==> config.mk <==
export PLATFORM = sky130hd
export DESIGN_NAME = split_timer
export DESIGN_NICKNAME = d
export VERILOG_FILES = /design/src/inc/split_timer_pkg.sv /design/src/core/split_timer.sv
export VERILOG_INCLUDE_DIRS = /design/src /design/src/inc
export SDC_FILE = /design/constraint.sdc
export NUM_CORES = 1
export LEC_CHECK = 0
export BUFFER_PORTS_ARGS = -buffer_cell sky130_fd_sc_hd__buf_4
export CAP_MARGIN = 20
export CORE_MARGIN = 1.5
export CORE_UTILIZATION = 35
export CTS_CLUSTER_DIAMETER = 80
export DETAILED_ROUTE_END_ITERATION = 12
export PLACE_DENSITY_LB_ADDON = 0.15
export SKIP_LAST_GASP = 1
export SLEW_MARGIN = 20
export SYNTH_ARGS = -nofsm -noshare
export SYNTH_HDL_FRONTEND = slang
export SYNTH_SLANG_ARGS = --single-unit
==> constraint.sdc <==
create_clock -name i_clk -period 8.42 [get_ports i_clk]
set_clock_uncertainty 0.05 [all_clocks]
set_input_delay 1.684 -clock i_clk [delete_from_list [all_inputs] [get_ports i_clk]]
set_output_delay 1.684 -clock i_clk [all_outputs]
set_load 0.02 [all_outputs]
==> src/inc/split_timer_defines.svh <==
`ifndef SPLIT_TIMER_DEFINES_SVH
`define SPLIT_TIMER_DEFINES_SVH

// ------------------------------------------------------------
// register byte offsets
// ------------------------------------------------------------
`define TMR_CTRL_OFS 8'h00
`define TMR_MODE_OFS 8'h04
`define TMR_MODE1_OFS 8'h08
`define TMR_CNT_LOW_OFS 8'h0C
`define TMR_CNT_HIGH_OFS 8'h10
`define TMR_RCAP_LOW_OFS 8'h14
`define TMR_RCAP_HIGH_OFS 8'h18

// ------------------------------------------------------------
// control register fields
// ------------------------------------------------------------
`define CTRL_OVF_FLAG 7
`define CTRL_EXT_FLAG 6
`define CTRL_LOW_OVF_FLAG 5
`define CTRL_LOW_OVF_IRQ_EN 4
`define CTRL_FALL_EDGE_EN 3
`define CTRL_RUN_HIGH 2
`define CTRL_COUNTER_SEL 1
`define CTRL_CAPTURE_RELOAD_SEL 0

// ------------------------------------------------------------
// mode register fields
// ------------------------------------------------------------
`define MODE_SPLIT_EN 7
`define MODE_ALT_BIT6 6
`define MODE_RISE_EDGE_EN 5
`define MODE_FAST_CLK_SEL 4
`define MODE_RUN_LOW 3
`define MODE_RUN_LOW_AUTOCLEAR 2
`define MODE_CLKOUT_EN 1
`define MODE_MODE_SEL_B0 0

// ------------------------------------------------------------
// mode register 1 fields
// ------------------------------------------------------------
`define MODE1_LOW_CLK_SRC_SEL 7
`define MODE1_OVF_IRQ_BLOCK 6
`define MODE1_ALT_BIT_SEL 5
`define MODE1_CLK_SRC_SEL_HI 4
`define MODE1_MODE_SEL_B1 3
`define MODE1_EXT_SRC_SEL_MSB 2

// ------------------------------------------------------------
// reset values and timing
// ------------------------------------------------------------
`define TMR_REG_RESET 8'h00
`define TMR_SYSCLK_DIV 12

`endif

==> src/inc/split_timer_pkg.sv <==
package split_timer_pkg;

    typedef enum logic [2:0] {
        MODE_AR = 3'b000,
        MODE_AR_EXT = 3'b001,
        MODE_CAP = 3'b010,
        MODE_CAP_ZERO = 3'b011,
        MODE_PWM = 3'b100,
        MODE_RSVD5 = 3'b101,
        MODE_DUTY = 3'b110,
        MODE_RSVD7 = 3'b111
    } mode_type;

    typedef enum logic [3:0] {
        DUTY_WAIT_FIRST = 4'b0001,
        DUTY_WAIT_SECOND = 4'b0010,
        DUTY_WAIT_THIRD = 4'b0100,
        DUTY_DONE = 4'b1000
    } duty_state_type;

endpackage : split_timer_pkg

==> src/core/split_timer.sv <==
`timescale 1ns/1ps
// Operation
// - base mode: 16-bit reload counter, blockable overflow
// - enabled falling trigger edge sets external flag
// - trigger picked from eight sources by selector
// - enabled rising trigger edge acts like falling
// - one-cycle overflow event pulse exported
// - reload mode: overflow at all ones reloads
// - enabled edge also reloads, sets external flag
// - irq when overflow or external flag set
// - capture mode: edge copies count, sets flag
// - auto-zero capture also clears the count
// - duty mode: hold counter until first edge
// - duty first edge rising, never sets flag
// - duty second edge captures, flag if fall enabled
// - duty third edge clears run, freezes count
// - split: two 8-bit counters, own reloads/clocks
// - split: run gates high, low run gates low
// - autoclear: high overflow (capture edge in capture modes) stops the low counter
// - split flags: high blockable, low enable-gated
// - flags cleared only by software writes
// - split exports low-byte overflow as event
// - mode bit six: fast select or invert
// - split modes apply 16-bit behaviour to the high byte only
`include "split_timer_defines.svh"

module split_timer
    import split_timer_pkg::*;
#(
    parameter int SYSCLK_DIV = `TMR_SYSCLK_DIV
) (
    input wire logic i_clk,                // system clock
    input wire logic i_rst_n,              // synchronous reset, active low
    input wire logic i_wb_cyc,             // wishbone cycle
    input wire logic i_wb_stb,             // wishbone strobe
    input wire logic i_wb_we,              // wishbone write enable
    input wire logic [7:0] i_wb_adr,       // wishbone byte address
    input wire logic [3:0] i_wb_sel,       // wishbone byte enables
    input wire logic [31:0] i_wb_dat,      // wishbone write data
    output logic [31:0] o_wb_dat,          // wishbone read data
    output logic o_wb_ack,                 // wishbone acknowledge
    input wire logic i_cnt_pin,            // counter pin level
    input wire logic [4:0] i_hi_evt,       // high clock event pulses
    input wire logic [1:0] i_lo_evt,       // low clock event pulses
    input wire logic [7:0] i_ext_trig,     // external trigger candidates
    output logic o_irq,                    // timer interrupt request
    output logic o_ovf_event,              // overflow event pulse
    output logic o_ext_edge_event          // accepted trigger edge pulse
);

    // divider compare register is eight bits wide
    if (SYSCLK_DIV < 2 || SYSCLK_DIV > 255) begin : g_div_check
        $error("SYSCLK_DIV out of range");
    end

    localparam logic [7:0] DIV_LAST = 8'(SYSCLK_DIV - 1);

    function automatic logic pick8(input logic [7:0] src, input logic [2:0] sel);
        pick8 = src[sel];
    endfunction : pick8

    // ------------------------------------------------------------
    // wishbone slave
    // ------------------------------------------------------------
    logic ack_reg, ack_next;
    logic [31:0] rdat_reg, rdat_next;
    logic [7:0] ctrl_reg, ctrl_next;
    logic [7:0] mode_reg, mode_next;
    logic [7:0] mode1_reg, mode1_next;
    logic low_fast_reg, low_fast_next;
    logic invert_reg, invert_next;
    logic [7:0] cnt_low_reg, cnt_low_next;
    logic [7:0] cnt_high_reg, cnt_high_next;
    logic [7:0] rcap_low_reg, rcap_low_next;
    logic [7:0] rcap_high_reg, rcap_high_next;
    logic wr_en;
    logic [7:0] wbyte;
    logic [7:0] mode_rd;

    assign wr_en = i_wb_cyc && i_wb_stb && i_wb_we && ack_reg && i_wb_sel[0];
    assign wbyte = i_wb_dat[7:0];
    // bit six reads back whichever function is selected
    assign mode_rd = {mode_reg[7],
                      mode1_reg[`MODE1_ALT_BIT_SEL] ? invert_reg : low_fast_reg,
                      mode_reg[5:0]};

    always_comb begin
        ack_next = i_wb_cyc && i_wb_stb && !ack_reg;
        rdat_next = rdat_reg;
        if (i_wb_cyc && i_wb_stb && !ack_reg) begin
            case (i_wb_adr)
                `TMR_CTRL_OFS: rdat_next = {24'h000000, ctrl_reg};
                `TMR_MODE_OFS: rdat_next = {24'h000000, mode_rd};
                `TMR_MODE1_OFS: rdat_next = {24'h000000, mode1_reg};
                `TMR_CNT_LOW_OFS: rdat_next = {24'h000000, cnt_low_reg};
                `TMR_CNT_HIGH_OFS: rdat_next = {24'h000000, cnt_high_reg};
                `TMR_RCAP_LOW_OFS: rdat_next = {24'h000000, rcap_low_reg};
                `TMR_RCAP_HIGH_OFS: rdat_next = {24'h000000, rcap_high_reg};
                default: rdat_next = 32'h00000000;
            endcase
        end
    end

    always_ff @(posedge i_clk) begin
        if (!i_rst_n) begin
            ack_reg <= 1'b0;
            rdat_reg <= 32'h00000000;
        end else begin
            ack_reg <= ack_next;
            rdat_reg <= rdat_next;
        end
    end

    assign o_wb_ack = ack_reg;
    assign o_wb_dat = rdat_reg;

    // ------------------------------------------------------------
    // clock sources and trigger sampling
    // ------------------------------------------------------------
    logic [7:0] div_reg, div_next;
    logic pin_prev_reg, pin_prev_next;
    logic trig_prev_reg, trig_prev_next;
    logic div_tick, pin_rise, trig_now, trig_rise, trig_fall;

    assign div_tick = (div_reg == DIV_LAST);
    assign pin_rise = i_cnt_pin && !pin_prev_reg;
    assign trig_now = pick8(i_ext_trig, mode1_reg[`MODE1_EXT_SRC_SEL_MSB:0]) ^ invert_reg;
    assign trig_rise = trig_now && !trig_prev_reg;
    assign trig_fall = !trig_now && trig_prev_reg;

    always_comb begin
        div_next = div_tick ? 8'h00 : 8'(div_reg + 8'h01);
        pin_prev_next = i_cnt_pin;
        trig_prev_next = trig_now;
    end

    always_ff @(posedge i_clk) begin
        if (!i_rst_n) begin
            div_reg <= 8'h00;
            pin_prev_reg <= 1'b0;
            trig_prev_reg <= 1'b0;
        end else begin
            div_reg <= div_next;
            pin_prev_reg <= pin_prev_next;
            trig_prev_reg <= trig_prev_next;
        end
    end

    // ------------------------------------------------------------
    // mode and clock selection
    // ------------------------------------------------------------
    logic split;
    mode_type mode;
    logic [2:0] hi_code;
    logic [1:0] lo_code;
    logic [7:0] hi_src;
    logic [3:0] lo_src;
    logic low_ovf_tick;
    logic hi_tick, lo_tick;

    assign split = mode_reg[`MODE_SPLIT_EN];
    assign mode = mode_type'({mode1_reg[`MODE1_MODE_SEL_B1],
                              ctrl_reg[`CTRL_CAPTURE_RELOAD_SEL],
                              mode_reg[`MODE_MODE_SEL_B0]});
    assign hi_code = {mode1_reg[`MODE1_CLK_SRC_SEL_HI], mode_reg[`MODE_FAST_CLK_SEL],
                      ctrl_reg[`CTRL_COUNTER_SEL]};
    assign lo_code = {mode1_reg[`MODE1_LOW_CLK_SRC_SEL], low_fast_reg};
    // in split operation code 011 counts low-byte overflows
    assign hi_src = {i_hi_evt[4:1], split ? low_ovf_tick : i_hi_evt[0],
                     1'b1, pin_rise, div_tick};
    assign lo_src = {i_lo_evt[1], i_lo_evt[0], 1'b1, div_tick};
    assign lo_tick = split && mode_reg[`MODE_RUN_LOW]
                     && pick8({4'h0, lo_src}, {1'b0, lo_code});
    assign low_ovf_tick = lo_tick && (cnt_low_reg == 8'hFF);

    // ------------------------------------------------------------
    // timer core
    // ------------------------------------------------------------
    duty_state_type duty_reg, duty_next;
    logic ovf_evt_reg, ovf_evt_next;
    logic edge_evt_reg, edge_evt_next;
    logic is_duty, running, hi_ovf, edge_act;
    logic set_ovf, set_ext, set_low_ovf, clr_run_high, clr_run_low;
    logic [15:0] cnt16;

    assign is_duty = (mode == MODE_DUTY);
    assign running = ctrl_reg[`CTRL_RUN_HIGH]
                     && (!is_duty || duty_reg == DUTY_WAIT_SECOND
                         || duty_reg == DUTY_WAIT_THIRD);
    assign hi_tick = running && pick8(hi_src, hi_code);
    assign cnt16 = {cnt_high_reg, cnt_low_reg};
    assign hi_ovf = hi_tick && (split ? cnt_high_reg == 8'hFF : cnt16 == 16'hFFFF);
    assign edge_act = !is_duty && ((trig_fall && ctrl_reg[`CTRL_FALL_EDGE_EN])
                      || (trig_rise && mode_reg[`MODE_RISE_EDGE_EN]));

    always_comb begin
        cnt_low_next = cnt_low_reg;
        cnt_high_next = cnt_high_reg;
        rcap_low_next = rcap_low_reg;
        rcap_high_next = rcap_high_reg;
        duty_next = duty_reg;
        set_ovf = hi_ovf;
        set_ext = edge_act;
        set_low_ovf = low_ovf_tick;
        clr_run_high = 1'b0;
        clr_run_low = 1'b0;
        // counting
        if (split) begin
            if (hi_tick) begin
                cnt_high_next = 8'(cnt_high_reg + 8'h01);
            end
            if (lo_tick) begin
                cnt_low_next = low_ovf_tick ? rcap_low_reg
                                            : 8'(cnt_low_reg + 8'h01);
            end
        end else if (hi_tick) begin
            cnt_low_next = cnt16[7:0] + 8'h01;
            cnt_high_next = 8'((cnt16 + 16'h0001) >> 8);
        end
        // overflow reload, capture modes roll over to zero
        if (hi_ovf && (mode == MODE_AR || mode == MODE_AR_EXT || mode == MODE_PWM)) begin
            cnt_high_next = rcap_high_reg;
            if (!split) begin
                cnt_low_next = rcap_low_reg;
            end
        end
        // accepted trigger edge
        if (edge_act) begin
            case (mode)
                MODE_AR_EXT: begin
                    cnt_high_next = rcap_high_reg;
                    if (!split) begin
                        cnt_low_next = rcap_low_reg;
                    end
                end
                MODE_CAP, MODE_CAP_ZERO: begin
                    rcap_high_next = cnt_high_reg;
                    if (!split) begin
                        rcap_low_next = cnt_low_reg;
                    end
                    if (mode == MODE_CAP_ZERO) begin
                        cnt_high_next = 8'h00;
                        if (!split) begin
                            cnt_low_next = 8'h00;
                        end
                    end
                end
                default: begin
                end
            endcase
        end
        // duty capture sequence
        if (!is_duty || !ctrl_reg[`CTRL_RUN_HIGH]) begin
            duty_next = DUTY_WAIT_FIRST;
        end else begin
            case (duty_reg)
                DUTY_WAIT_FIRST: begin
                    if (trig_rise) begin
                        duty_next = DUTY_WAIT_SECOND;
                    end
                end
                DUTY_WAIT_SECOND: begin
                    if (trig_rise || trig_fall) begin
                        duty_next = DUTY_WAIT_THIRD;
                        rcap_high_next = cnt_high_reg;
                        if (!split) begin
                            rcap_low_next = cnt_low_reg;
                        end
                        set_ext = ctrl_reg[`CTRL_FALL_EDGE_EN];
                    end
                end
                DUTY_WAIT_THIRD: begin
                    if (trig_rise || trig_fall) begin
                        duty_next = DUTY_DONE;
                        clr_run_high = 1'b1;
                        cnt_high_next = cnt_high_reg;
                        cnt_low_next = split ? cnt_low_next : cnt_low_reg;
                        set_ext = mode_reg[`MODE_RISE_EDGE_EN];
                    end
                end
                DUTY_DONE: duty_next = DUTY_DONE;
                default: duty_next = DUTY_WAIT_FIRST;
            endcase
        end
        // low run auto-clear
        if (split && mode_reg[`MODE_RUN_LOW_AUTOCLEAR]) begin
            if (mode == MODE_CAP || mode == MODE_CAP_ZERO) begin
                clr_run_low = edge_act;
            end else begin
                clr_run_low = hi_ovf;
            end
        end
        // software register writes
        ctrl_next = ctrl_reg;
        mode_next = mode_reg;
        mode1_next = mode1_reg;
        low_fast_next = low_fast_reg;
        invert_next = invert_reg;
        if (wr_en) begin
            case (i_wb_adr)
                `TMR_CTRL_OFS: ctrl_next = wbyte;
                `TMR_MODE_OFS: begin
                    mode_next = wbyte;
                    if (mode1_reg[`MODE1_ALT_BIT_SEL]) begin
                        invert_next = wbyte[`MODE_ALT_BIT6];
                    end else begin
                        low_fast_next = wbyte[`MODE_ALT_BIT6];
                    end
                end
                `TMR_MODE1_OFS: mode1_next = wbyte;
                `TMR_CNT_LOW_OFS: cnt_low_next = wbyte;
                `TMR_CNT_HIGH_OFS: cnt_high_next = wbyte;
                `TMR_RCAP_LOW_OFS: rcap_low_next = wbyte;
                `TMR_RCAP_HIGH_OFS: rcap_high_next = wbyte;
                default: begin
                end
            endcase
        end
        mode_next[`MODE_ALT_BIT6] = 1'b0;
        // hardware sets win over software clears
        ctrl_next[`CTRL_OVF_FLAG] = ctrl_next[`CTRL_OVF_FLAG] | set_ovf;
        ctrl_next[`CTRL_EXT_FLAG] = ctrl_next[`CTRL_EXT_FLAG] | set_ext;
        ctrl_next[`CTRL_LOW_OVF_FLAG] = ctrl_next[`CTRL_LOW_OVF_FLAG] | set_low_ovf;
        if (clr_run_high) begin
            ctrl_next[`CTRL_RUN_HIGH] = 1'b0;
        end
        if (clr_run_low) begin
            mode_next[`MODE_RUN_LOW] = 1'b0;
        end
        ovf_evt_next = split ? low_ovf_tick : hi_ovf;
        edge_evt_next = set_ext;
    end

    always_ff @(posedge i_clk) begin
        if (!i_rst_n) begin
            ctrl_reg <= `TMR_REG_RESET;
            mode_reg <= `TMR_REG_RESET;
            mode1_reg <= `TMR_REG_RESET;
            low_fast_reg <= 1'b0;
            invert_reg <= 1'b0;
            cnt_low_reg <= `TMR_REG_RESET;
            cnt_high_reg <= `TMR_REG_RESET;
            rcap_low_reg <= `TMR_REG_RESET;
            rcap_high_reg <= `TMR_REG_RESET;
            duty_reg <= DUTY_WAIT_FIRST;
            ovf_evt_reg <= 1'b0;
            edge_evt_reg <= 1'b0;
        end else begin
            ctrl_reg <= ctrl_next;
            mode_reg <= mode_next;
            mode1_reg <= mode1_next;
            low_fast_reg <= low_fast_next;
            invert_reg <= invert_next;
            cnt_low_reg <= cnt_low_next;
            cnt_high_reg <= cnt_high_next;
            rcap_low_reg <= rcap_low_next;
            rcap_high_reg <= rcap_high_next;
            duty_reg <= duty_next;
            ovf_evt_reg <= ovf_evt_next;
            edge_evt_reg <= edge_evt_next;
        end
    end

    // ------------------------------------------------------------
    // outputs
    // ------------------------------------------------------------
    assign o_ovf_event = ovf_evt_reg;
    assign o_ext_edge_event = edge_evt_reg;
    assign o_irq = (ctrl_reg[`CTRL_OVF_FLAG] && !mode1_reg[`MODE1_OVF_IRQ_BLOCK])
                   || ctrl_reg[`CTRL_EXT_FLAG]
                   || (split && ctrl_reg[`CTRL_LOW_OVF_FLAG]
                       && ctrl_reg[`CTRL_LOW_OVF_IRQ_EN]);

endmodule : split_timer

# Yosys cells after proc, flatten, opt, wreduce, memory -nomap -nowiden
# Cells that the tools add are included.
op_classes:
  n_addsub: 4
  n_mul: 0
  n_div: 0
  magnitude_cmp: 3
  n_eq_ne: 22
  n_shift: 0
  mux: 71
  n_bitwise: 6
  reduce_logical: 52
ops:
  columns: ["cell", "count"]
  rows:
  - ["$mux 8", 45]
  - ["$pmux 8 s7", 1]
  - ["$pmux 8 s2", 2]
  - ["$add 8x1->8 const B", 3]
  - ["$eq 8x4->1 const B", 3]
  - ["$eq 8x5->1 const B", 3]
  - ["$logic_and 1x1->1", 22]
  - ["$add 16x1->16 const B", 1]
  - ["$eq 16x16->1 const B", 1]
  - ["$eq 8x8->1 const B", 2]
  - ["$pmux 4 s4", 1]
  - ["$mux 1", 15]
  - ["$mux 4", 3]
  - ["$logic_or 1x1->1", 10]
  - ["$reduce_or 2->1", 5]
  - ["$reduce_and 3->1", 3]
  - ["$eq 8x3->1 const B", 1]
  - ["$logic_not 8->1", 1]
  - ["$lt 3x4->1 const B", 2]
  - ["$logic_not 1->1", 7]
  - ["$bmux 1 s3", 2]
  - ["$eq 3x2->1 const B", 2]
  - ["$eq 3x3->1 const B", 2]
  - ["$reduce_and 2->1", 3]
  - ["14 further kinds", 18]
totals:
  reg_bits: 106
  latchBits: 0
  ram_bits: 0
  romBits: 0
  inputBits: 65
  elab_cells: 178
  n_memories: 0

# Logic depth before layout (Yosys ltp)
# Gate-level depths: netlist of run 1.
depth:
  word_depth: 23
  depth_mapped: 14
  ltp_nobuf: 12

# Worst setup path after synthesis of run 1
# OpenSTA, ideal clock, no wires.
synth_timing:
  path_kind: "input to register"
  from: "in i_ext_trig[7]"
  to: "reg rcap_low_reg[3]"
  setup_ns: 0.086
  arrival_time_ns: 4.169
  required_time_ns: 8.284
  path_slack_ns: 4.115
  cell_stages: 11
  cell_sequence: "mux4_2 mux2i_1 xnor2_1 ha_1 nor2_1 nand3_1 o32ai_1 buf_2 nand2_1 mux2i_1 a211oi_1"
synth_between:
  elab_chain_len: 15
  elab_cells_between_ends: 18
  classes_between: "mux (9); bitwise (1); reduce/logical (8)"
synth_lines:
  columns: ["item", "line", "source"]
  rows:
  - ["start: declaration", "split_timer.sv:45", "input wire logic [7:0] i_ext_trig,"]
  - ["$bmux 1 s3 *", "split_timer.sv:59", "pick8 = src[sel];"]
  - ["$mux 1 (not written as such) *", "split_timer.sv:59", null]
  - ["$xor 1x1->1 *", "split_timer.sv:127", "assign trig_now = pick8(i_ext_trig, mode1_reg[`MODE1_EXT_SRC_SEL_MSB:0]) ^ invert_reg;"]
  - ["named net trig_now", "split_timer.sv:123", "logic div_tick, pin_rise, trig_now, trig_rise, trig_fall;"]
  - ["$logic_not 1->1", "split_timer.sv:129", "assign trig_fall = !trig_now && trig_prev_reg;"]
  - ["$logic_and 1x1->1", "split_timer.sv:129", null]
  - ["$logic_and 1x1->1", "split_timer.sv:193", "assign edge_act = !is_duty && ((trig_fall && ctrl_reg[`CTRL_FALL_EDGE_EN])"]
  - ["$logic_or 1x1->1", "split_timer.sv:193", null]
  - ["$logic_and 1x1->1", "split_timer.sv:193", null]
  - ["$mux 8", "split_timer.sv:228", "if (edge_act) begin"]
  - ["$mux 8", "split_timer.sv:266", "if (!split) begin"]
  - ["$mux 8", "split_timer.sv:263", "if (trig_rise || trig_fall) begin"]
  - ["$mux 8", "split_timer.sv:256", "case (duty_reg)"]
  - ["$mux 8 *", "split_timer.sv:253", "if (!is_duty || !ctrl_reg[`CTRL_RUN_HIGH]) begin"]
  - ["$mux 8", "split_timer.sv:300", "case (i_wb_adr)"]
  - ["$mux 8 *", "split_timer.sv:299", "if (wr_en) begin"]
  - ["end signal: assignment", "split_timer.sv:343", "rcap_low_reg <= `TMR_REG_RESET;"]
  - ["end signal: assignment", "split_timer.sv:356", "rcap_low_reg <= rcap_low_next;"]
  - ["end: declaration", "split_timer.sv:74", "logic [7:0] rcap_low_reg, rcap_low_next;"]
# Mark *: on every way through the listed nets, which the timed path passes. The rest lies on a longest branch. The select of a mux whose other input is x is not followed.
# A chain may end at the register's enable or synchronous reset.

# Final worst setup path of run 1
layout_timing:
  from: "in i_ext_trig[7]"
  to: "reg cnt_high_reg[0]"
layout_between:
  elab_chain_len: 14
  elab_cells_between_ends: 17
  classes_between: "mux (8); bitwise (1); reduce/logical (8)"
layout_lines:
  columns: ["item", "line", "source"]
  rows:
  - ["$bmux 1 s3 *", "split_timer.sv:59", null]
  - ["$mux 1 (not written as such) *", "split_timer.sv:59", null]
  - ["$xor 1x1->1 *", "split_timer.sv:127", null]
  - ["named net trig_now", "split_timer.sv:123", null]
  - ["$logic_not 1->1", "split_timer.sv:129", null]
  - ["$logic_and 1x1->1", "split_timer.sv:129", null]
  - ["$logic_and 1x1->1", "split_timer.sv:193", null]
  - ["$logic_or 1x1->1", "split_timer.sv:193", null]
  - ["$logic_and 1x1->1", "split_timer.sv:193", null]
  - ["$mux 8", "split_timer.sv:228", null]
  - ["$mux 8", "split_timer.sv:273", "if (trig_rise || trig_fall) begin"]
  - ["$mux 8", "split_timer.sv:256", null]
  - ["$mux 8 *", "split_timer.sv:253", null]
  - ["$mux 8", "split_timer.sv:300", null]
  - ["$mux 8 *", "split_timer.sv:299", null]
  - ["end signal: assignment", "split_timer.sv:342", "cnt_high_reg <= `TMR_REG_RESET;"]
  - ["end signal: assignment", "split_timer.sv:355", "cnt_high_reg <= cnt_high_next;"]
  - ["end: declaration", "split_timer.sv:73", "logic [7:0] cnt_high_reg, cnt_high_next;"]
# Marked as above.

==> results of run 1 <==
-- synth_stat cells (3+ instances only) --
cell	count
buf_4	25
a21oi_1	57
a31o_1	7
clkbuf_1	41
o21bai_1	3
inv_1	6
and2_1	6
nor3b_1	3
buf_2	7
nor2_2	3
nor3_1	15
nor2b_1	4
nand3_1	47
and4_1	3
a21o_1	3
o211ai_1	7
xnor2_1	3
nand3b_1	3
o21ai_0	19
ha_1	5
a211o_1	3
a221oi_1	5
a222oi_1	8
dfxtp_1	82
a31oi_1	13
xor2_1	5
o31ai_1	5
or3_1	8
mux2i_1	30
a211oi_1	23
and3_1	14
a41oi_1	5
nand4_1	6
o21ai_1	4
mux2_2	4
nand2_1	84
o22ai_1	4
nor4_1	6
o41ai_1	3
nor2_1	67
a22oi_1	21
nand2b_1	6
-- worst paths after layout --
| path | to | slack, ns | cells after the start |
|---|---|---|---|
| setup / recovery | cnt_high_reg[0] | 3.70 | 10 |
| hold / removal | o_wb_dat[7] | 0.42 | 2 |
| setup reg to reg | cnt_high_reg[0] | 4.63 | 9 |
| hold reg to reg | o_wb_dat[7] | 0.42 | 2 |
-- area by class of cell --
class / instances / area share
Clock buffer: 13 / 0.0419
Multi-Input combinational cell: 579 / 0.578
Tap cell: 211 / 0.0425
Timing Repair Buffer: 54 / 0.0653
Sequential cell: 82 / 0.265
Clock inverter: 3 / 0.00383
Inverter: 7 / 0.00423
-- through the flow --
stage               area (sq um)  utilization  cells  total power, mW
floorplan                   5640            -    745            0.437
detailed placement          5920        0.385    933            0.456
global route                6200        0.404    949            0.862
finish                      6200        0.404    949            0.838
global placement            5920        0.385    933            0.455
CTS                         6200        0.404    949            0.841
-- worst max-delay path, stage by stage --
cell,delay (ns)
buf_4,0.10
mux4_2,0.44
mux2i_1,0.17
xnor2_1,0.18
ha_1,0.31
nor2_1,0.23
nand4_1,0.75
nand2_1,0.56
a21oi_1,0.08
a2111oi_1,0.38
-- per-layer routing --
layer	part of all wire	track usage	wire length (um)	vias up
li1	-	-	-	2682
met5	0	0	0	-
met2	0.45	0.379	9140	304
met1	0.44	0.345	8980	2834
met4	0.037	0.121	752	0
met3	0.078	0.0462	1590	46
-- power by group --
part           internal (mW)  leakage [nW]  switching, mW  total, mW
logic                 0.0190          1.44         0.0379     0.0570
clock network          0.217         0.132          0.172      0.389
registers              0.390         0.661        0.00157      0.391
total                  0.626          2.23          0.212      0.838
-- logic make-up (layout without fill, tap and decap cells) --
family | count (synthesis) | count (layout) | synth area share
AOI/OAI and AO/OA | 214 | 214 | 0.272
xor gates and xnor gates | 8 | 8 | 0.0126
adders and majority gates | 5 | 5 | 0.0113
buffers and inverters | 84 | 77 | 0.0769
DFF | 82 | 82 | 0.296
muxes | 37 | 37 | 0.0724
other | 1 | 24 | 0.000676
and+or+nand+nor | 291 | 291 | 0.259
==> flow_summary.yaml, run 1 <==
cells_and_area:
  final_cell_mix: "nand2_1 (84), dfxtp_1 (82), nor2_1 (66), a21oi_1 (57), buf_4 (54)"
  nFillCells: 1617
  seq_area_sq_um: 1640
  area_growth_pct: 11.8
  diodes: 0
  multi_input_area_sq_um: 3580
  layout.cells.most_common: "nand2_1"
  final_layout_size_suffix_gt1_frac: 0.122
  layout.nets: 803
sta:
  rsz0062_at_grt: "no"
  fmax_ghz: 0.212
  fin_crit_ns: 4.72
  timing.final.max_slew_violations: 0
  hold_slack_ns: 0.417
  setup_slack_ns: 3.70
  finalSetupViolations: 0
  tns_ns: 0
  post-route-period-util: 0.561
  finalHoldViolCount: 0
  worst_slew_pin_slew_ns: 1.10
  relSlewSlack: 0.261
min_path:
  min_from: "o_wb_dat[7]"
  hold_path.class: "reg -> reg"
setup_path:
  arrival_ns: 4.90
  endpoint_kind: "register"
  critPathKind: "in -> reg"
  crit_path_start: "i_ext_trig[7]"
  path_max_fanout: 14
  setup.worst_path.start_class: "primary input"
  crit_required_ns: 8.60
  reg2reg_from: "mode1_reg[0]"
synth:
  yosys.area.top_type: "dfxtp_1"
  ys.flop_type: "dfxtp_1"
  yosys_warnings: 0
  seq_area_frac_synth: 0.296
  avgSynthCellArea_sq_um: 7.69
  syn_area_sq_um: 5550
  synth_cell_type_count: 80
  synth_edf_count: 0
  synthArstFlopShare: 0
  synthTopCellsByArea: "dfxtp_1 (30%), nand2_1 (5.7%), mux2i_1 (5.4%)"
  synth-seq-cells: 82
  synth_cells: 722
  synth_top_cell_area_share: 0.296
clock_network:
  cts_hold_buffers: 0
  numCtsBuffers: 9
  cts_num_sinks: 82
  cts_resized: 0
  cts_max_path_buffers: 2
  postCtsSetupRepairBufs: 0
  cts.reportedPaths.clkPinSlew_ns: 0.06
  root_buffer: "clkbuf_16"
  htreeDepth: 3
  tritoncts: "done"
  clkLatencyLatePin_ns: 0.35
power_and_ir_drop:
  power.density_nw_per_um2: 135
  leakagePower_nw: 2.23
  ir_drop_v: 0.0000738
die:
  die-height_um: 129
  ios: 101
  die_w_um: 129
  initial_core_util: 0.361
  rows: 45
  die_area_sq_um: 16600
  core_sq_um: 15400
global_routing:
  grt_max_degree: 62
  grt_remaining_overflow: 0
  grt_pass1_vias: 5498
  grt_antenna_before_repair: 0
  grt.total_usage: 0.251
  grt_pass1_wl_mm: 31.7
routing:
  antenna_left: 0
  routed_wl_mm: 20.5
  wire_per_inst_um: 21.6
  drt_first_pass_iters: 7
  drtIter0Drc: 546
  vias: 5866
  drc: 0
  vias_per_cell: 6.18
outcome:
  status: "finished, final reports clean"
flow_run:
  drv_cap: 0
placement:
  dp_hpwl_mm: 14.0
  place_congestion: 0.923
  port_buffers: 49
  place_ws_ns: 3.39
Note: power is estimated with default switching activity, not from simulation.
==> run 2, diff against run 1 <==
==> constraint.sdc (replaced) <==
create_clock -name i_clk -period 4.4 [get_ports i_clk]
set_clock_uncertainty 0.05 [all_clocks]
set_input_delay 0.88 -clock i_clk [delete_from_list [all_inputs] [get_ports i_clk]]
set_output_delay 0.88 -clock i_clk [all_outputs]
set_load 0.02 [all_outputs]
==> run 2 against run 1 <==
  * Sequential share of layout area down 0.47 points
  * Register-to-register slack got worse by 3.8 ns
  * Combinational power grew 91%
  * Wire length about the same
  * Clock power is 85% higher
  * Count of clock-buffer cells in the layout is 2 lower
  * Sequential power rose by 92%
  * Setup slack got worse by 2.8 ns
  * Critical path type unchanged
  * Critical endpoint is now cnt_low_reg[2]
==> flow_summary.yaml, run 2 (synthesis results as in run 1) <==
outcome:
  status: "finished, final reports clean"
global_routing:
  grt_pass1_wl_mm: 31.6
  grt.total_usage: 0.251
  grt_remaining_overflow: 0
  grt_antenna_before_repair: 0
  grt_max_degree: 61
  grt_pass1_vias: 5560
die:
  die_area_sq_um: 16600
  die-height_um: 129
  initial_core_util: 0.361
  core_sq_um: 15400
  die_w_um: 129
  rows: 45
  ios: 101
setup_path:
  crit_required_ns: 4.59
  setup.worst_path.start_class: "primary input"
  path_max_fanout: 6
  critPathKind: "in -> reg"
  r2r_cells: 8
  arrival_ns: 3.73
  crit_path_start: "i_ext_trig[3]"
  endpoint_kind: "register"
  reg2reg_from: "div_reg[0]"
placement:
  dp_hpwl_mm: 14.4
  place_ws_ns: 0.529
  place_congestion: 0.921
  port_buffers: 49
sta:
  fin_crit_ns: 3.54
  worst_slew_pin_slew_ns: 0.895
  setup_slack_ns: 0.861
  finalSetupViolations: 0
  finalHoldViolCount: 0
  relSlewSlack: 0.403
  rsz0062_at_grt: "no"
  fmax_ghz: 0.283
  tns_ns: 0
  timing.final.max_slew_violations: 0
  post-route-period-util: 0.804
power_and_ir_drop:
  ir_drop_v: 0.000123
  power.switching_mw: 0.401
  clkPwrFrac: 0.457
  power.density_nw_per_um2: 250
  swShare: 0.254
  total_power_mw: 1.58
  p_int_mw: 1.18
  pwr-share-seq: 0.474
  p_comb_frac: 0.069
  leakagePower_nw: 2.31
min_path:
  whs_path_depth: 2
  min_from: "o_wb_dat[0]"
  hold_path.class: "reg -> reg"
routing:
  antenna_left: 0
  vias_per_cell: 6.12
  drt_first_pass_iters: 5
  drc: 0
  routed_wl_mm: 20.4
  wire_per_inst_um: 21.2
  drtIter0Drc: 678
  vias: 5897
clock_network:
  cts_max_path_buffers: 2
  root_buffer: "clkbuf_16"
  tritoncts: "done"
  cts_resized: 0
  postCtsSetupRepairBufs: 0
  clkLatencyLatePin_ns: 0.35
  numCtsBuffers: 9
  cts.reportedPaths.clkPinSlew_ns: 0.07
  cts_num_sinks: 82
  htreeDepth: 3
  cts_hold_buffers: 0
cells_and_area:
  area_growth_pct: 13.8
  layout.nets: 818
  diodes: 0
  final_layout_size_suffix_gt1_frac: 0.140
  layout.cells.most_common: "nand2_1"
  final_cell_mix: "nand2_1 (84), dfxtp_1 (82), buf_4 (68), nor2_1 (66), a21oi_1 (57)"
flow_run:
  drv_cap: 0
-- run 2: power by group through the flow --
stage / clock, mW / sequential (mW) / combinational, mW
6_report: 0.721 / 0.749 / 0.109
5_1_grt: 0.762 / 0.749 / 0.117
4_1_cts: 0.729 / 0.749 / 0.108
3_5_place_dp: 0 / 0.765 / 0.108
3_3_place_gp: 0 / 0.765 / 0.106
2_1_floorplan: 0 / 0.765 / 0.0711
-- run 2: path summary, 6_finish.rpt --
| kind | slack (ns) | endpoint |
|---|---|---|
| worst min-delay path | 0.41 | o_wb_dat[0] |
| worst min register to register | 0.41 | o_wb_dat[0] |
| worst max-delay path | 0.86 | cnt_low_reg[2] |
| worst max register to register | 0.88 | cnt_high_reg[0] |
-- run 2: final cells by class --
| type | instances | area, sq um |
|---|---|---|
| clock buffer | 11 | 243 |
| clock inverter | 4 | 28.8 |
| tap | 211 | 264 |
| inverter | 7 | 26.3 |
| sequential | 82 | 1640 |
| fill | 1577 | 9050 |
| multi-input combinational | 579 | 3580 |
| timing repair buffer | 69 | 531 |
-- run 2: layer usage --
| metal | wire [um] | track usage | vias up |
|---|---|---|---|
| met5 | 0 | 0 | - |
| met4 | 849 | 0.134 | 0 |
| met3 | 1980 | 0.0462 | 60 |
| met2 | 9080 | 0.387 | 337 |
| met1 | 8540 | 0.332 | 2786 |
| li1 | - | - | 2714 |
-- run 2: stage by stage --
stage          utilization  std cells  cell area (sq um)  hold slack, ns
2_1_floorplan            -        745               5640           0.376
3_3_place_gp         0.393        948               6050           0.387
3_5_place_dp         0.393        948               6050           0.400
4_1_cts              0.411        963               6320           0.411
5_1_grt              0.411        963               6320           0.426
6_report             0.411        963               6320           0.407
-- run 2: worst max-delay path, cell delays in order --
cell and delay [ns]:
buf_4 0.11, mux4_2 0.45, mux2i_1 0.16, xnor2_1 0.17, inv_1 0.08, ha_1 0.23, a22o_1 0.27, and2_0 0.37
nand2_1 0.24, o21ai_0 0.13, a22oi_1 0.21, a21oi_1 0.10, a211o_1 0.31
==> run 3, diff against run 2 <==
--- a/config.mk
+++ b/config.mk
@@ -6,6 +6,7 @@
 export SDC_FILE = /design/constraint.sdc
 export NUM_CORES = 1
 export LEC_CHECK = 0
+export ABC_AREA = 1
 export BUFFER_PORTS_ARGS = -buffer_cell sky130_fd_sc_hd__buf_4
 export CAP_MARGIN = 20
 export CORE_MARGIN = 1.5
==> constraint.sdc (replaced) <==
create_clock -name i_clk -period 3.49 [get_ports i_clk]
set_clock_uncertainty 0.05 [all_clocks]
set_input_delay 0.698 -clock i_clk [delete_from_list [all_inputs] [get_ports i_clk]]
set_output_delay 0.698 -clock i_clk [all_outputs]
set_load 0.02 [all_outputs]
==> run 3 against run 2 <==
  * Clock power up 47%
  * Via count grew 3.4%
  * Synthesized cell count rose by 25%
  * Setup slack worse by 0.47 ns
  * Critical path type is now reg -> reg
  * Critical path depth is 5 higher
  * Non-clock buffer count grew 5
==> flow_summary.yaml, run 3 <==
outcome:
  status: "finished, final reports clean"
placement:
  place_ws_ns: 0.174
  post_dp_cell_area_sq_um: 6290
  port_buffers: 49
  dp_hpwl_mm: 14.9
  place_inst: 1159
  place_congestion: 0.903
synth:
  synthTopCellsByArea: "dfxtp_1 (29%), nand2_1 (11%), a21oi_1 (8.9%)"
  synth_top_cell_area_share: 0.288
  synth_cell_type_count: 56
  synthArstFlopShare: 0
  syn_area_sq_um: 5700
  yosys.area.top_type: "dfxtp_1"
  synth.most_common_cell: "nand2_1"
  synth_edf_count: 0
  ys_top_cells_by_count: "nand2_1 (169), inv_1 (122), a21oi_1 (102), nor2_1 (92), o21ai_0 (84)"
  synth-seq-cells: 82
  ys.flop_type: "dfxtp_1"
  seq_area_frac_synth: 0.288
  synth_cells: 900
  avgSynthCellArea_sq_um: 6.34
  yosys_warnings: 0
routing:
  routed_wl_mm: 19.8
  drt_first_pass_iters: 5
  antenna_left: 0
  vias_per_cell: 5.19
  vias: 6100
  drtIter0Drc: 374
  drc: 0
  wire_per_inst_um: 16.9
global_routing:
  grt_pass1_vias: 5530
  grt.total_usage: 0.242
  grt_max_degree: 45
  grt_remaining_overflow: 0
  grt_pass1_wl_mm: 31.0
  grt_antenna_before_repair: 0
clock_network:
  tritoncts: "done"
  cts_num_sinks: 82
  cts_resized: 0
  postCtsSetupRepairBufs: 0
  cts_hold_buffers: 0
  root_buffer: "clkbuf_16"
  clkLatencyLatePin_ns: 0.35
  numCtsBuffers: 9
  htreeDepth: 3
  cts_max_path_buffers: 2
  cts.reportedPaths.clkPinSlew_ns: 0.07
sta:
  tns_ns: 0
  setup_slack_ns: 0.391
  relSlewSlack: 0.539
  fin_crit_ns: 3.10
  rsz0062_at_grt: "no"
  timing.final.max_slew_violations: 0
  finalSetupViolations: 0
  hold_slack_ns: 0.415
  finalHoldViolCount: 0
  worst_slew_pin_slew_ns: 0.688
  fmax_ghz: 0.323
  post-route-period-util: 0.888
setup_path:
  endpoint_kind: "register"
  critical-path-slowest-cell: "dfxtp_1"
  arrival_ns: 3.33
  cp_common_cell: "inv_1"
  setup.worst_path.start_class: "register"
  crit_required_ns: 3.72
  critPathKind: "reg -> reg"
  path_max_fanout: 7
  cpPeakStageDelay_ns: 0.48
  rrSetupSlack_ns: 0.39
  crit_path_cell_trace: "inv_1 -> nor2_1 -> o32ai_1 -> o21ai_0 -> xor2_1 -> inv_1 -> ha_1 -> inv_1 -> o22ai_1 -> inv_1 -> nor2_1 -> o21ai_1 -> inv_1 -> a22oi_1 -> nand2_1 -> o21bai_1 -> nand2_1 -> a21oi_1"
power_and_ir_drop:
  leakagePower_nw: 2.79
  power.density_nw_per_um2: 323
  total_power_mw: 2.14
  ir_drop_v: 0.000257
cells_and_area:
  design_area_sq_um: 6620
  layout.nets: 1024
  fin_util: 0.417
  final_cell_mix: "nand2_1 (169), inv_1 (122), a21oi_1 (102), nor2_1 (92), o21ai_0 (84)"
  diodes: 0
  final_layout_size_suffix_gt1_frac: 0.128
  layout.cells.most_common: "nand2_1"
  area_growth_pct: 16.1
  nFillCells: 1768
  fin_cells: 1175
die:
  core_sq_um: 15900
  rows: 46
  initial_core_util: 0.359
  die-height_um: 131
  die_w_um: 131
  ios: 101
  die_area_sq_um: 17100
flow_run:
  drv_cap: 0
min_path:
  hold_path.class: "reg -> reg"
-- run 3: changes by cell type after synthesis, sizes merged, moves of 13 or more --
cell	previous run	this run
a211oi	23	10
a21oi	57	102
a22oi	21	2
and3	14	0
clkbuf	42	20
inv	6	130
mux2i	30	1
nand2	85	175
nor2	70	98
o21ai	23	93
o22ai	4	18
-- run 3: where the power goes --
group / total, mW / switching, mW / internal (mW)
clock network: 1.06 / 0.429 / 0.633
registers: 0.943 / 0.00337 / 0.940
logic: 0.132 / 0.0899 / 0.0420
-- run 3: per-layer routing --
layer	part of all wire	GRT usage	up-vias
met5	0	0	-
met4	0.020	0.0782	0
met3	0.065	0.0338	33
met2	0.46	0.386	227
met1	0.46	0.337	2781
li1	-	-	3059
-- run 3: worst paths after layout --
check	startpoint	end	cells after the start
setup / recovery	mode1_reg[0]	cnt_low_reg[5]	18
hold / removal	o_wb_dat[3]	o_wb_dat[3]	2
setup reg to reg	mode1_reg[0]	cnt_low_reg[5]	18
hold reg to reg	o_wb_dat[3]	o_wb_dat[3]	2
-- run 3: final cells by class --
type                            instances  area (sq um)  share of cell area
Multi-Input combinational cell        655          3330               0.503
Sequential cell                        82          1640               0.248
Timing Repair Buffer                   74           556              0.0839
Inverter                              132           495              0.0748
Tap cell                              216           270              0.0408
Clock buffer                            9           225              0.0340
Clock inverter                          7           104              0.0157
-- run 3: cells by family after synthesis --
group | Yosys count | synth area share
compound gates | 258 | 0.254
xor+xnor | 12 | 0.0184
fa+ha+maj | 5 | 0.0110
buf+inv | 186 | 0.143
flops | 82 | 0.288
mux | 1 | 0.00175
other cells | 1 | 0.000657
simple gates | 355 | 0.283
-- run 3: worst max-delay path, delay by kind of cell, from the launching register on --
kind	cells	cell delay (ns)
AOI/OAI and AO/OA	7	1.10
and+or+nand+nor	4	0.31
DFF	1	0.48
xor gates and xnor gates	1	0.28
buffers and inverters	5	0.60
adders and majority gates	1	0.20
